File: config.mk
export PLATFORM = sky130hd
export DESIGN_NAME = amu_core
export DESIGN_NICKNAME = d
export VERILOG_FILES = /design/src/amu_pkg.sv /design/src/amu_ptr_step.sv /design/src/amu_core.sv
export SDC_FILE = /design/constraint.sdc
export NUM_CORES = 1
export LEC_CHECK = 0
export ABC_CLOCK_PERIOD_IN_PS = 2900
export BUFFER_PORTS_ARGS = -buffer_cell sky130_fd_sc_hd__buf_2
export CAP_MARGIN = 20
export CORE_ASPECT_RATIO = 1.25
export CORE_MARGIN = 2
export CORE_UTILIZATION = 31
export DETAILED_ROUTE_END_ITERATION = 12
export GPL_TIMING_DRIVEN = 0
export PLACE_DENSITY = 0.61
export SLEW_MARGIN = 20
export SYNTH_ARGS = -nofsm -noshare
export SYNTH_HDL_FRONTEND = slang
export SYNTH_SLANG_ARGS = --single-unit
File: constraint.sdc
create_clock -name clk_sys_i -period 2.9 [get_ports clk_sys_i]
set_input_delay 0.29 -clock clk_sys_i [delete_from_list [all_inputs] [get_ports clk_sys_i]]
set_output_delay 0.29 -clock clk_sys_i [all_outputs]
set_load 0.02 [all_outputs]
File: src/amu_pkg.sv
// Purpose: shared widths, addresses, reset values and types of the
//          operand and transfer address unit
// Assumes: one instruction-cycle clock, memories answer one cycle late
// Notes:   the pointer registers live in the core, not in the data memory
`default_nettype none

package amu_pkg;

    localparam int DATA_W  = 8;
    localparam int PC_W    = 15;
    localparam int PC_HI_W = 7;
    localparam int SEG_W   = 12;
    localparam int SHORT_W = 4;
    localparam int REL_W   = 7;

    // register memory page and the cells that hold the pointers
    localparam logic [3:0]        REG_PAGE        = 4'hf;
    localparam logic [DATA_W-1:0] ADDR_SECOND_PTR = 8'hfc;
    localparam logic [DATA_W-1:0] ADDR_STACK_PTR  = 8'hfd;
    localparam logic [DATA_W-1:0] ADDR_FIRST_PTR  = 8'hfe;

    // relative displacement window and the one value that is no jump
    localparam logic signed [REL_W-1:0] REL_MIN = 7'h61;
    localparam logic signed [REL_W-1:0] REL_MAX = 7'h20;
    localparam logic signed [REL_W-1:0] REL_NOP = 7'h01;

    localparam logic [DATA_W-1:0] RST_ACC = 8'h00;
    localparam logic [DATA_W-1:0] RST_PTR = 8'h00;
    localparam logic [DATA_W-1:0] RST_SP  = 8'h2f;
    localparam logic [PC_W-1:0]   RST_PC  = 15'h0000;

    typedef enum logic [3:0] {
        OP_NOP,
        OP_PTR_LOAD,
        OP_PTR_SWAP,
        OP_DIRECT_LOAD,
        OP_REG_LOAD,
        OP_IMM_LOAD,
        OP_SHORT_IMM,
        OP_TABLE_READ,
        OP_REL_JUMP,
        OP_ABS_JUMP,
        OP_ABS_CALL,
        OP_LONG_JUMP,
        OP_LONG_CALL,
        OP_IND_JUMP,
        OP_VECTOR
    } amu_op_t;

    typedef struct packed {
        amu_op_t         op;
        logic            ptr_second;
        logic            auto_step;
        logic            step_down;
        logic [PC_W-1:0] field;
    } amu_cmd_t;

    typedef struct packed {
        logic carry;
        logic half_carry_flag;
        logic global_irq_enable;
    } amu_psw_t;

    typedef struct packed {
        logic [DATA_W-1:0] addr;
        logic              rd;
        logic              wr;
        logic [DATA_W-1:0] wdata;
    } amu_dmem_req_t;

    typedef enum logic [2:0] {
        ST_IDLE,
        ST_RUN,
        ST_DATA,
        ST_PDATA,
        ST_PUSH,
        ST_VEC_HI,
        ST_VEC_LO
    } amu_state_t;

endpackage

`default_nettype wire

File: src/amu_ptr_step.sv
// Purpose: one step up or down of an 8-bit pointer
// Assumes: wraps modulo 256
// Notes:   purely combinational
`default_nettype none

module amu_ptr_step #(
    parameter int W = 8
) (
    input  wire logic [W-1:0] value_i,
    input  wire logic         down_i,
    output logic      [W-1:0] value_o
);

    assign value_o = down_i ? value_i - W'(1) : value_i + W'(1);

endmodule

`default_nettype wire

File: src/amu_core.sv
// Purpose: operand and control-transfer address generation of the core
// Assumes: data and program memory return read data one cycle after rd
// Notes:   one command at a time; acc and counter writes only while idle, psw writes in any state
`default_nettype none

module amu_core
    import amu_pkg::*;
(
    input  wire logic                 clk_sys_i,
    input  wire logic                 rst_n_i,
    input  wire logic                 req_valid_i,
    input  wire amu_cmd_t             req_cmd_i,
    output logic                      req_ready_o,
    output logic                      done_o,
    output logic      [DATA_W-1:0]    operand_o,
    input  wire logic                 acc_wr_i,
    input  wire logic [DATA_W-1:0]    acc_wdata_i,
    input  wire logic                 psw_wr_i,
    input  wire amu_psw_t             psw_wdata_i,
    input  wire logic                 pc_wr_i,
    input  wire logic [PC_W-1:0]      pc_wdata_i,
    output amu_dmem_req_t             dmem_req_o,
    input  wire logic [DATA_W-1:0]    dmem_rdata_i,
    output logic      [PC_W-1:0]      pmem_addr_o,
    output logic                      pmem_rd_o,
    input  wire logic [DATA_W-1:0]    pmem_rdata_i,
    output logic      [DATA_W-1:0]    acc_o,
    output logic      [DATA_W-1:0]    first_ptr_o,
    output logic      [DATA_W-1:0]    second_ptr_o,
    output logic      [DATA_W-1:0]    stack_ptr_o,
    output logic      [PC_W-1:0]      pc_o,
    output amu_psw_t                  psw_o
);

    amu_state_t          state_q, state_d;
    amu_cmd_t            cmd_q, cmd_d;
    logic [DATA_W-1:0]   acc_q, acc_d;
    logic [DATA_W-1:0]   first_q, first_d;
    logic [DATA_W-1:0]   second_q, second_d;
    logic [DATA_W-1:0]   sp_q, sp_d;
    logic [PC_W-1:0]     pc_q, pc_d;
    amu_psw_t            psw_q, psw_d;
    logic [DATA_W-1:0]   operand_q, operand_d;
    logic                done_q, done_d;
    amu_dmem_req_t       dmem_d;
    logic                pmem_rd_d;

    // counter halves
    wire logic [PC_HI_W-1:0] pc_high = pc_q[PC_W-1:DATA_W];
    wire logic [DATA_W-1:0]  pc_low  = pc_q[DATA_W-1:0];

    // operand address decode
    wire logic is_ptr  = (cmd_q.op == OP_PTR_LOAD) ||
                         (cmd_q.op == OP_PTR_SWAP);
    wire logic is_swap = (cmd_q.op == OP_PTR_SWAP);
    wire logic is_reg  = (cmd_q.op == OP_REG_LOAD);
    wire logic is_dir  = (cmd_q.op == OP_DIRECT_LOAD);
    wire logic is_call = (cmd_q.op == OP_ABS_CALL) ||
                         (cmd_q.op == OP_LONG_CALL);
    wire logic uses_dmem = is_ptr || is_reg || is_dir;

    wire logic [DATA_W-1:0] ptr_val =
        cmd_q.ptr_second ? second_q : first_q;
    wire logic [DATA_W-1:0] reg_addr =
        {REG_PAGE, cmd_q.field[SHORT_W-1:0]};
    wire logic [DATA_W-1:0] dm_addr =
        is_ptr ? ptr_val :
        is_reg ? reg_addr :
        cmd_q.field[DATA_W-1:0];

    // pointer cells answer from here, the memory never sees them
    wire logic hit_first  = (dm_addr == ADDR_FIRST_PTR);
    wire logic hit_second = (dm_addr == ADDR_SECOND_PTR);
    wire logic hit_sp     = (dm_addr == ADDR_STACK_PTR);
    wire logic int_hit    = hit_first || hit_second || hit_sp;
    wire logic [DATA_W-1:0] int_val =
        hit_first  ? first_q :
        hit_second ? second_q : sp_q;

    // post step of the selected pointer
    logic [DATA_W-1:0] first_step;
    logic [DATA_W-1:0] second_step;
    wire logic step_first  = is_ptr && cmd_q.auto_step &&
                             !cmd_q.ptr_second;
    wire logic step_second = is_ptr && cmd_q.auto_step &&
                             cmd_q.ptr_second;

    amu_ptr_step #(.W(DATA_W)) u_step_first (
        .value_i (first_q),
        .down_i  (cmd_q.step_down),
        .value_o (first_step)
    );

    amu_ptr_step #(.W(DATA_W)) u_step_second (
        .value_i (second_q),
        .down_i  (cmd_q.step_down),
        .value_o (second_step)
    );

    // relative target; a wrap over 15 bits is intended, no pages
    wire logic signed [REL_W-1:0] disp = cmd_q.field[REL_W-1:0];
    wire logic rel_ok = (disp >= REL_MIN) && (disp <= REL_MAX) &&
                        (disp != REL_NOP);
    wire logic [PC_W-1:0] rel_target =
        pc_q + {{(PC_W-REL_W){disp[REL_W-1]}}, disp};
    wire logic [PC_W-1:0] seg_target =
        {pc_q[PC_W-1:SEG_W], cmd_q.field[SEG_W-1:0]};
    wire logic [PC_W-1:0] call_target =
        (cmd_q.op == OP_LONG_CALL) ? cmd_q.field : seg_target;

    // program memory address: table lookups keep the high part
    wire logic [PC_W-1:0] tbl_addr  = {pc_high, acc_q};
    wire logic [PC_W-1:0] vec_next  = cmd_q.field + PC_W'(1);
    assign pmem_addr_o =
        (state_q == ST_VEC_HI)     ? vec_next :
        (cmd_q.op == OP_VECTOR)    ? cmd_q.field : tbl_addr;

    always_comb begin
        state_d   = state_q;
        cmd_d     = cmd_q;
        acc_d     = acc_q;
        first_d   = first_q;
        second_d  = second_q;
        sp_d      = sp_q;
        pc_d      = pc_q;
        psw_d     = psw_q;
        operand_d = operand_q;
        done_d    = 1'b0;
        pmem_rd_d = 1'b0;
        dmem_d    = '0;
        dmem_d.addr  = dm_addr;
        dmem_d.wdata = acc_q;
        if (psw_wr_i) begin
            psw_d = psw_wdata_i;
        end
        case (state_q)
            ST_IDLE: begin
                if (acc_wr_i) begin
                    acc_d = acc_wdata_i;
                end
                if (pc_wr_i) begin
                    pc_d = pc_wdata_i;
                end
                if (req_valid_i) begin
                    cmd_d   = req_cmd_i;
                    state_d = ST_RUN;
                end
            end
            ST_RUN: begin
                state_d = ST_IDLE;
                done_d  = 1'b1;
                case (cmd_q.op)
                    OP_PTR_LOAD, OP_PTR_SWAP, OP_DIRECT_LOAD,
                    OP_REG_LOAD: begin
                        if (int_hit) begin
                            operand_d = int_val;
                            acc_d     = int_val;
                            if (is_swap && hit_first) begin
                                first_d = acc_q;
                            end
                            if (is_swap && hit_second) begin
                                second_d = acc_q;
                            end
                            if (is_swap && hit_sp) begin
                                sp_d = acc_q;
                            end
                            if (step_first) begin
                                first_d = first_step;
                            end
                            if (step_second) begin
                                second_d = second_step;
                            end
                        end else begin
                            dmem_d.rd = 1'b1;
                            done_d    = 1'b0;
                            state_d   = ST_DATA;
                        end
                    end
                    OP_IMM_LOAD: begin
                        operand_d = cmd_q.field[DATA_W-1:0];
                        acc_d     = cmd_q.field[DATA_W-1:0];
                    end
                    OP_SHORT_IMM: begin
                        operand_d = {{(DATA_W-SHORT_W){1'b0}},
                                     cmd_q.field[SHORT_W-1:0]};
                        first_d   = {{(DATA_W-SHORT_W){1'b0}},
                                     cmd_q.field[SHORT_W-1:0]};
                    end
                    OP_TABLE_READ, OP_IND_JUMP: begin
                        pmem_rd_d = 1'b1;
                        done_d    = 1'b0;
                        state_d   = ST_PDATA;
                    end
                    OP_REL_JUMP: begin
                        if (rel_ok) begin
                            pc_d = rel_target;
                        end
                    end
                    OP_ABS_JUMP: begin
                        pc_d = seg_target;
                    end
                    OP_LONG_JUMP: begin
                        pc_d = cmd_q.field;
                    end
                    OP_ABS_CALL, OP_LONG_CALL: begin
                        dmem_d.addr  = sp_q;
                        dmem_d.wdata = pc_low;
                        dmem_d.wr    = 1'b1;
                        done_d       = 1'b0;
                        state_d      = ST_PUSH;
                    end
                    OP_VECTOR: begin
                        pmem_rd_d = 1'b1;
                        done_d    = 1'b0;
                        state_d   = ST_VEC_HI;
                    end
                    default: begin
                    end
                endcase
            end
            ST_DATA: begin
                operand_d = dmem_rdata_i;
                acc_d     = dmem_rdata_i;
                if (is_swap) begin
                    dmem_d.wr = 1'b1;
                end
                if (step_first) begin
                    first_d = first_step;
                end
                if (step_second) begin
                    second_d = second_step;
                end
                done_d  = 1'b1;
                state_d = ST_IDLE;
            end
            ST_PDATA: begin
                operand_d = pmem_rdata_i;
                if (cmd_q.op == OP_IND_JUMP) begin
                    pc_d = {pc_high, pmem_rdata_i};
                end else begin
                    acc_d = pmem_rdata_i;
                end
                done_d  = 1'b1;
                state_d = ST_IDLE;
            end
            ST_PUSH: begin
                dmem_d.addr  = sp_q - DATA_W'(1);
                dmem_d.wdata = {1'b0, pc_high};
                dmem_d.wr    = 1'b1;
                sp_d         = sp_q - DATA_W'(2);
                pc_d         = call_target;
                done_d       = 1'b1;
                state_d      = ST_IDLE;
            end
            ST_VEC_HI: begin
                pc_d[PC_W-1:DATA_W] = pmem_rdata_i[PC_HI_W-1:0];
                pmem_rd_d = 1'b1;
                state_d   = ST_VEC_LO;
            end
            ST_VEC_LO: begin
                pc_d[DATA_W-1:0] = pmem_rdata_i;
                done_d  = 1'b1;
                state_d = ST_IDLE;
            end
            default: begin
                state_d = ST_IDLE;
            end
        endcase
    end

    always_ff @(posedge clk_sys_i or negedge rst_n_i) begin
        if (!rst_n_i) begin
            state_q   <= ST_IDLE;
            cmd_q     <= '0;
            acc_q     <= RST_ACC;
            first_q   <= RST_PTR;
            second_q  <= RST_PTR;
            sp_q      <= RST_SP;
            pc_q      <= RST_PC;
            psw_q     <= '0;
            operand_q <= '0;
            done_q    <= 1'b0;
        end else begin
            state_q   <= state_d;
            cmd_q     <= cmd_d;
            acc_q     <= acc_d;
            first_q   <= first_d;
            second_q  <= second_d;
            sp_q      <= sp_d;
            pc_q      <= pc_d;
            psw_q     <= psw_d;
            operand_q <= operand_d;
            done_q    <= done_d;
        end
    end

    // memory strobes are decoded from registered state only
    assign dmem_req_o   = dmem_d;
    assign pmem_rd_o    = pmem_rd_d;
    assign req_ready_o  = (state_q == ST_IDLE);
    assign done_o       = done_q;
    assign operand_o    = operand_q;
    assign acc_o        = acc_q;
    assign first_ptr_o  = first_q;
    assign second_ptr_o = second_q;
    assign stack_ptr_o  = sp_q;
    assign pc_o         = pc_q;
    assign psw_o        = psw_q;

endmodule

`default_nettype wire

==> results of run 1 <==
## registers in the layout, indices dropped and copies added, names as in the netlist
register	cells
cmd_q	22
pc_o	15
acc_o	8
first_ptr_o	8
operand_o	8
second_ptr_o	8
stack_ptr_o	8
psw_o	3
state_q	3
done_o	1
## kinds of logic after synthesis
| kind of cell | after synthesis | synth area share, % |
|---|---|---|
| AO/OA/AOI/OAI | 335 | 28.5 |
| XOR/XNOR | 23 | 2.68 |
| adder cells (fa/ha/maj) | 35 | 5.90 |
| buffers and inverters | 89 | 4.73 |
| flip-flops | 84 | 27.0 |
| multiplexers | 66 | 9.01 |
| AND/OR/NAND/NOR | 374 | 22.2 |
## final timing paths
check | start | endpoint | cells after the start
setup / recovery | state_q[1] | pmem_addr_o[5] | 7
hold / removal | req_cmd_i[0] | cmd_q[0] | 3
setup reg to reg | cmd_q[7] | operand_o[2] | 7
hold reg to reg | psw_o[2] | psw_o[2] | 1
max in group asynchronous | rst_n_i | stack_ptr_o[5] | 3
min in group asynchronous | rst_n_i | pc_o[12] | 2
## critical path, cell delays in order (launching register included)
cell and delay, ps:
dfrtp_1 450, clkbuf_2 260, nor3_4 290, clkbuf_4 280
clkbuf_2 250, a21oi_1 90, o21ai_0 330, buf_2 240
## routing by layer
metal | up-vias | wire (um) | GRT usage [%]
met5 | - | 0 | 0
met4 | 0 | 1970 | 13.6
met3 | 102 | 2740 | 3.77
met2 | 474 | 15500 | 41.2
met1 | 4103 | 13100 | 30.8
li1 | 4083 | - | -
## power by group through the flow
| stage | logic (mW) | clock network, mW | registers, mW |
|---|---|---|---|
| finish | 10.2 | 1.42 | 2.91 |
| global route | 11.1 | 1.48 | 2.96 |
| CTS | 9.86 | 1.44 | 2.90 |
| detailed placement | 9.69 | 0 | 2.90 |
| global placement | 9.62 | 0 | 2.90 |
| floorplan | 6.53 | 0 | 2.79 |
## final cells by class
class | count | area, sq um
multi-input combinational | 833 | 5430
tap | 330 | 413
clock buffer | 11 | 243
clock inverter | 5 | 108
sequential | 84 | 2110
inverter | 26 | 98.8
timing repair buffer | 171 | 917
fill | 2631 | 15000
buffer | 61 | 308
## repair_timing
action,CTS,global route
setup buffers,3,3
gates cloned,0,0
endpoints found under the hold margin,11,0
endpoints found under the setup margin,75,54
hold buffers,1,0
pin swaps,2,2
gates resized for setup,30,33
## layout by cell type (no fill, tap or decap), drive strengths merged, types with 6 or more instances in the layout
cell type,instances
a31oi,21
o21a,8
o21ai,81
inv,27
nand2b,7
nor2,114
and3,13
nor2b,12
buf,188
mux2,31
a22oi,13
xor2,10
a21o,10
a21oi,86
o211ai,19
nand2,125
nor3,27
clkbuf,54
a221oi,7
a211oi,14
mux2i,35
xnor2,13
a211o,11
ha,32
o22ai,6
nand3,40
dfrtp,79
## stage by stage
stage / cell area (sq um) / setup WS, ps / total power, mW / util, % / instances
floorplan: 7800 / 360 / 9.31 / - / 1006
global placement: 9030 / -684 / 12.5 / 36.7 / 1499
detailed placement: 9070 / -653 / 12.6 / 36.9 / 1500
CTS: 9520 / 2.00 / 14.2 / 38.7 / 1519
global route: 9630 / -7.63 / 15.5 / 39.2 / 1521
finish: 9630 / 62.8 / 14.5 / 39.2 / 1521
==> impl_metrics.env, run 1 <==
export IMPL_drt_wirelength_per_cell_um=21.9
export IMPL_synth_distinct_cells=81
export IMPL_power_density_nw_per_um2=1510
export IMPL_status="finished, final reports clean"
export IMPL_tns_ps=0
export IMPL_cts_root_buf="clkbuf_16"
export IMPL_die_area_sq_um=26500
export IMPL_p_seq_share_pct=20.1
export IMPL_min_path_type="in -> reg"
export IMPL_hold_worst_slack_ps=130
export IMPL_core_area_sq_um=24600
export IMPL_synth_area_top_cells="dfrtp_1 25%, nand2_1 6.0%, a21oi_1 5.5%, nor2_1 5.4%, ha_1 5.1%"
export IMPL_synth_area_sq_um=7800
export IMPL_numClockSinks=84
export IMPL_min_period_ps=2840
export IMPL_route_detailed_drc=0
export IMPL_avgSynthCellArea_sq_um=7.76
export IMPL_period_share_pct=97.8
export IMPL_grt_pass1_wl_um=50200
export IMPL_die_y_um=181
export IMPL_syn2layout_area_growth_pct=23.4
export IMPL_achievable_frequency_mhz=352
export IMPL_vias_per_cell=5.76
export IMPL_yosysTopAreaCellShare_pct=25.3
export IMPL_p_int_mw=6.46
export IMPL_synth_edff_count=0
export IMPL_synth_most_common_cell="nand2_1"
export IMPL_wl_um=33400
export IMPL_initial_core_util_pct=31.7
export IMPL_post_synth_top_area_cell="dfrtp_1"
export IMPL_ys_seq_area_share_pct=27.0
export IMPL_ir_drop_mv=0.590
export IMPL_p_comb_share_pct=70.1
export IMPL_nNetsFinal=1291
export IMPL_netlist_top_cells_count="125 x nand2_1, 113 x nor2_1, 85 x a21oi_1"
export IMPL_tightest_slew_ps=814
export IMPL_syn_num_nets=1111
export IMPL_reg2reg_setup_slack_ps=140
export IMPL_ctsHtreeMaxLevel=3
export IMPL_clockPowerShare_pct=9.8
export IMPL_drive_gt1_share_pct=24.5
export IMPL_yosysWarnings=0
export IMPL_cts_tree="built"
export IMPL_via_count=8762
export IMPL_maxCapViolCount=0
export IMPL_arrival_ps=2550
export IMPL_clockBufferDepth=2
export IMPL_worst_setup_path_type="reg -> out"
export IMPL_grt_max_degree=74
export IMPL_antenna_found_initial=0
export IMPL_hpwl_um=25400
export IMPL_drt_initial_drc_count=881
export IMPL_worstPathMaxFanout=10
export IMPL_antenna_cells=0
export IMPL_clock_skew_ps=10.5
export IMPL_syn_instance_count=1006
export IMPL_drv_slew=0
export IMPL_io_buffers=163
export IMPL_grt_pass1_vias=8273
export IMPL_start_kind="flip-flop"
export IMPL_ioPinCount=164
export IMPL_place_gp_congestion=0.983
export IMPL_swShare_pct=55.4
export IMPL_ys_flop_type="dfrtp_1"
export IMPL_synth_seq_cells=84
export IMPL_clock_latency_ps=360
export IMPL_die_width_um=146
export IMPL_cts_buffers=9
export IMPL_crit_required_ps=2610
export IMPL_hold_violations=0
export IMPL_first_pass_iters=6
export IMPL_final_setup_viol_count=0
export IMPL_row_count=64
export IMPL_clk_pin_slew_worst_paths_ps=70
export IMPL_p_switching_mw=8.03
export IMPL_slew_headroom_pct=45.6
export IMPL_final_antenna_net_count=0
export IMPL_async_flop_share_pct=100
export IMPL_crit_path_end_kind="primary output"
export IMPL_grtUsageTotal_pct=24.8
export IMPL_p_leak_nw=4.26
export IMPL_grt_ovfl_total=0
No activity file was read; power rests on OpenSTA's default activity.
==> run 2: changes to the inputs <==
- GPL_TIMING_DRIVEN: 0 -> unset
==> impl_metrics.env, run 2 (same netlist as run 1, synthesis figures left out) <==
export IMPL_status="finished, final reports clean"
export IMPL_io_buffers=163
export IMPL_crit_required_ps=2610
export IMPL_arrival_ps=2430
export IMPL_die_y_um=181
export IMPL_die_area_sq_um=26500
export IMPL_vias_per_cell=5.65
export IMPL_worstPathMaxFanout=15
export IMPL_crit_path_end_kind="primary output"
export IMPL_tightest_slew_ps=817
export IMPL_clk_pin_slew_worst_paths_ps=80
export IMPL_fillCellCount=2590
export IMPL_tns_ps=0
export IMPL_place_gp_congestion=0.942
export IMPL_core_area_sq_um=24600
export IMPL_route_detailed_drc=0
export IMPL_ir_drop_mv=0.711
export IMPL_crit_slowest_cell="dfrtp_1"
export IMPL_path_delay_family="simple AND/OR/NAND/NOR gates"
export IMPL_cts_tree="built"
export IMPL_critical_path_max_stage_delay_ps=350
export IMPL_place_inst=1504
export IMPL_final_antenna_net_count=0
export IMPL_start_kind="flip-flop"
export IMPL_drv_slew=0
export IMPL_ff_latch_area_sq_um=2110
export IMPL_largest_register_ffs=22
export IMPL_achievable_frequency_mhz=368
export IMPL_die_width_um=146
export IMPL_clock_latency_ps=360
export IMPL_path_buf_inv=2
export IMPL_clockBufferDepth=2
export IMPL_grt_max_degree=44
export IMPL_numClockSinks=84
export IMPL_final_cell_mix="162 x buf_2, 125 x nand2_1, 112 x nor2_1"
export IMPL_initial_core_util_pct=31.7
export IMPL_top_register="cmd_q"
export IMPL_cts_setup_buffers=0
export IMPL_grt_setup_unrepaired="no"
export IMPL_grt_pass1_vias=8337
export IMPL_syn2layout_area_growth_pct=23.6
export IMPL_grt_pass1_wl_um=49500
export IMPL_antenna_found_initial=0
export IMPL_power_density_nw_per_um2=1480
export IMPL_wl_um=32500
export IMPL_row_count=64
export IMPL_ioPinCount=164
export IMPL_period_share_pct=93.7
export IMPL_via_count=8600
export IMPL_min_path_type="in -> reg"
export IMPL_grtUsageTotal_pct=24.3
export IMPL_hold_violations=0
export IMPL_antenna_cells=0
export IMPL_worst_setup_path_type="reg -> out"
export IMPL_final_cell_count_no_fill=1521
export IMPL_min_period_ps=2720
export IMPL_grt_ovfl_total=0
export IMPL_cts_buffers=9
export IMPL_drive_gt1_share_pct=25.7
export IMPL_total_power_mw=14.2
export IMPL_drt_initial_drc_count=782
export IMPL_maxCapViolCount=0
export IMPL_first_pass_iters=6
export IMPL_crit_path_cell_trace="buf_4, ha_1, and3_1, nor2b_2, nand2b_1, a211o_1, a21oi_1, buf_2"
export IMPL_p_leak_nw=4.34
export IMPL_hold_worst_slack_ps=162
export IMPL_final_setup_viol_count=0
export IMPL_ctsHtreeMaxLevel=3
export IMPL_slew_headroom_pct=45.4
export IMPL_clock_skew_ps=14.1
export IMPL_drt_wirelength_per_cell_um=21.4
export IMPL_hpwl_um=25000
export IMPL_cts_root_buf="clkbuf_16"
export IMPL_multi_input_area_sq_um=5360
export IMPL_nNetsFinal=1291
export IMPL_final_common_cell="buf_2"
run 2: report_power, final:
group | internal (mW) | leakage, nW | switching, mW
Combinational | 3.94 | 3.18 | 6.18
Clock | 0.785 | 0.161 | 0.553
Sequential | 1.76 | 1.00 | 1.02
Total | 6.49 | 4.34 | 7.75
run 2: path summary, 6_finish.rpt:
| kind | start | to | slack (ps) | cells after the start |
|---|---|---|---|---|
| min reg2reg | psw_o[2] | psw_o[2] | 500 | 1 |
| min in group asynchronous | rst_n_i | cmd_q[14] | 500 | 2 |
| max in group asynchronous | rst_n_i | stack_ptr_o[5] | 1560 | 3 |
| max reg2reg | pc_o[0] | pc_o[10] | 220 | 9 |
| max | cmd_q[0] | pmem_addr_o[14] | 180 | 8 |
| min | req_cmd_i[1] | cmd_q[1] | 160 | 3 |
run 2: per-stage QoR:
| step | util [%] | setup WS (ps) | cell area (sq um) |
|---|---|---|---|
| finish | 39.2 | 183 | 9640 |
| detailed placement | 37.8 | 214 | 9290 |
| global route | 39.2 | 0.629 | 9640 |
| floorplan | - | 360 | 7800 |
| CTS | 39.1 | 140 | 9620 |
| global placement | 37.8 | 240 | 9290 |
run 2: routing by layer:
| layer | vias to the layer above | global-route usage, % | share of wire (%) |
|---|---|---|---|
| met5 | - | 0 | 0 |
| met4 | 0 | 11.8 | 4.6 |
| met3 | 78 | 3.77 | 7.2 |
| met2 | 385 | 41.3 | 48 |
| met1 | 4060 | 29.9 | 40 |
| li1 | 4077 | - | - |
run 2: what timing repair did:
item | 4_1_cts | 5_1_grt
endpoints found under the setup margin | 0 | 6
endpoints found under the hold margin | 37 | 0
hold buffers | 1 | 0
resized for setup | 0 | 5
run 2: worst min-delay path, cell delays in order:
cell	delay (ps)
buf_2	80
nand2_1	50
o21ai_0	60
run 2: cell type report:
cell class | instances | share of cell area, %
clock buffer | 11 | 2.52
clock inverter | 5 | 0.856
inverter | 26 | 1.01
multi-input combinational | 833 | 55.6
sequential | 84 | 21.9
tap | 330 | 4.28
timing repair buffer | 232 | 13.9
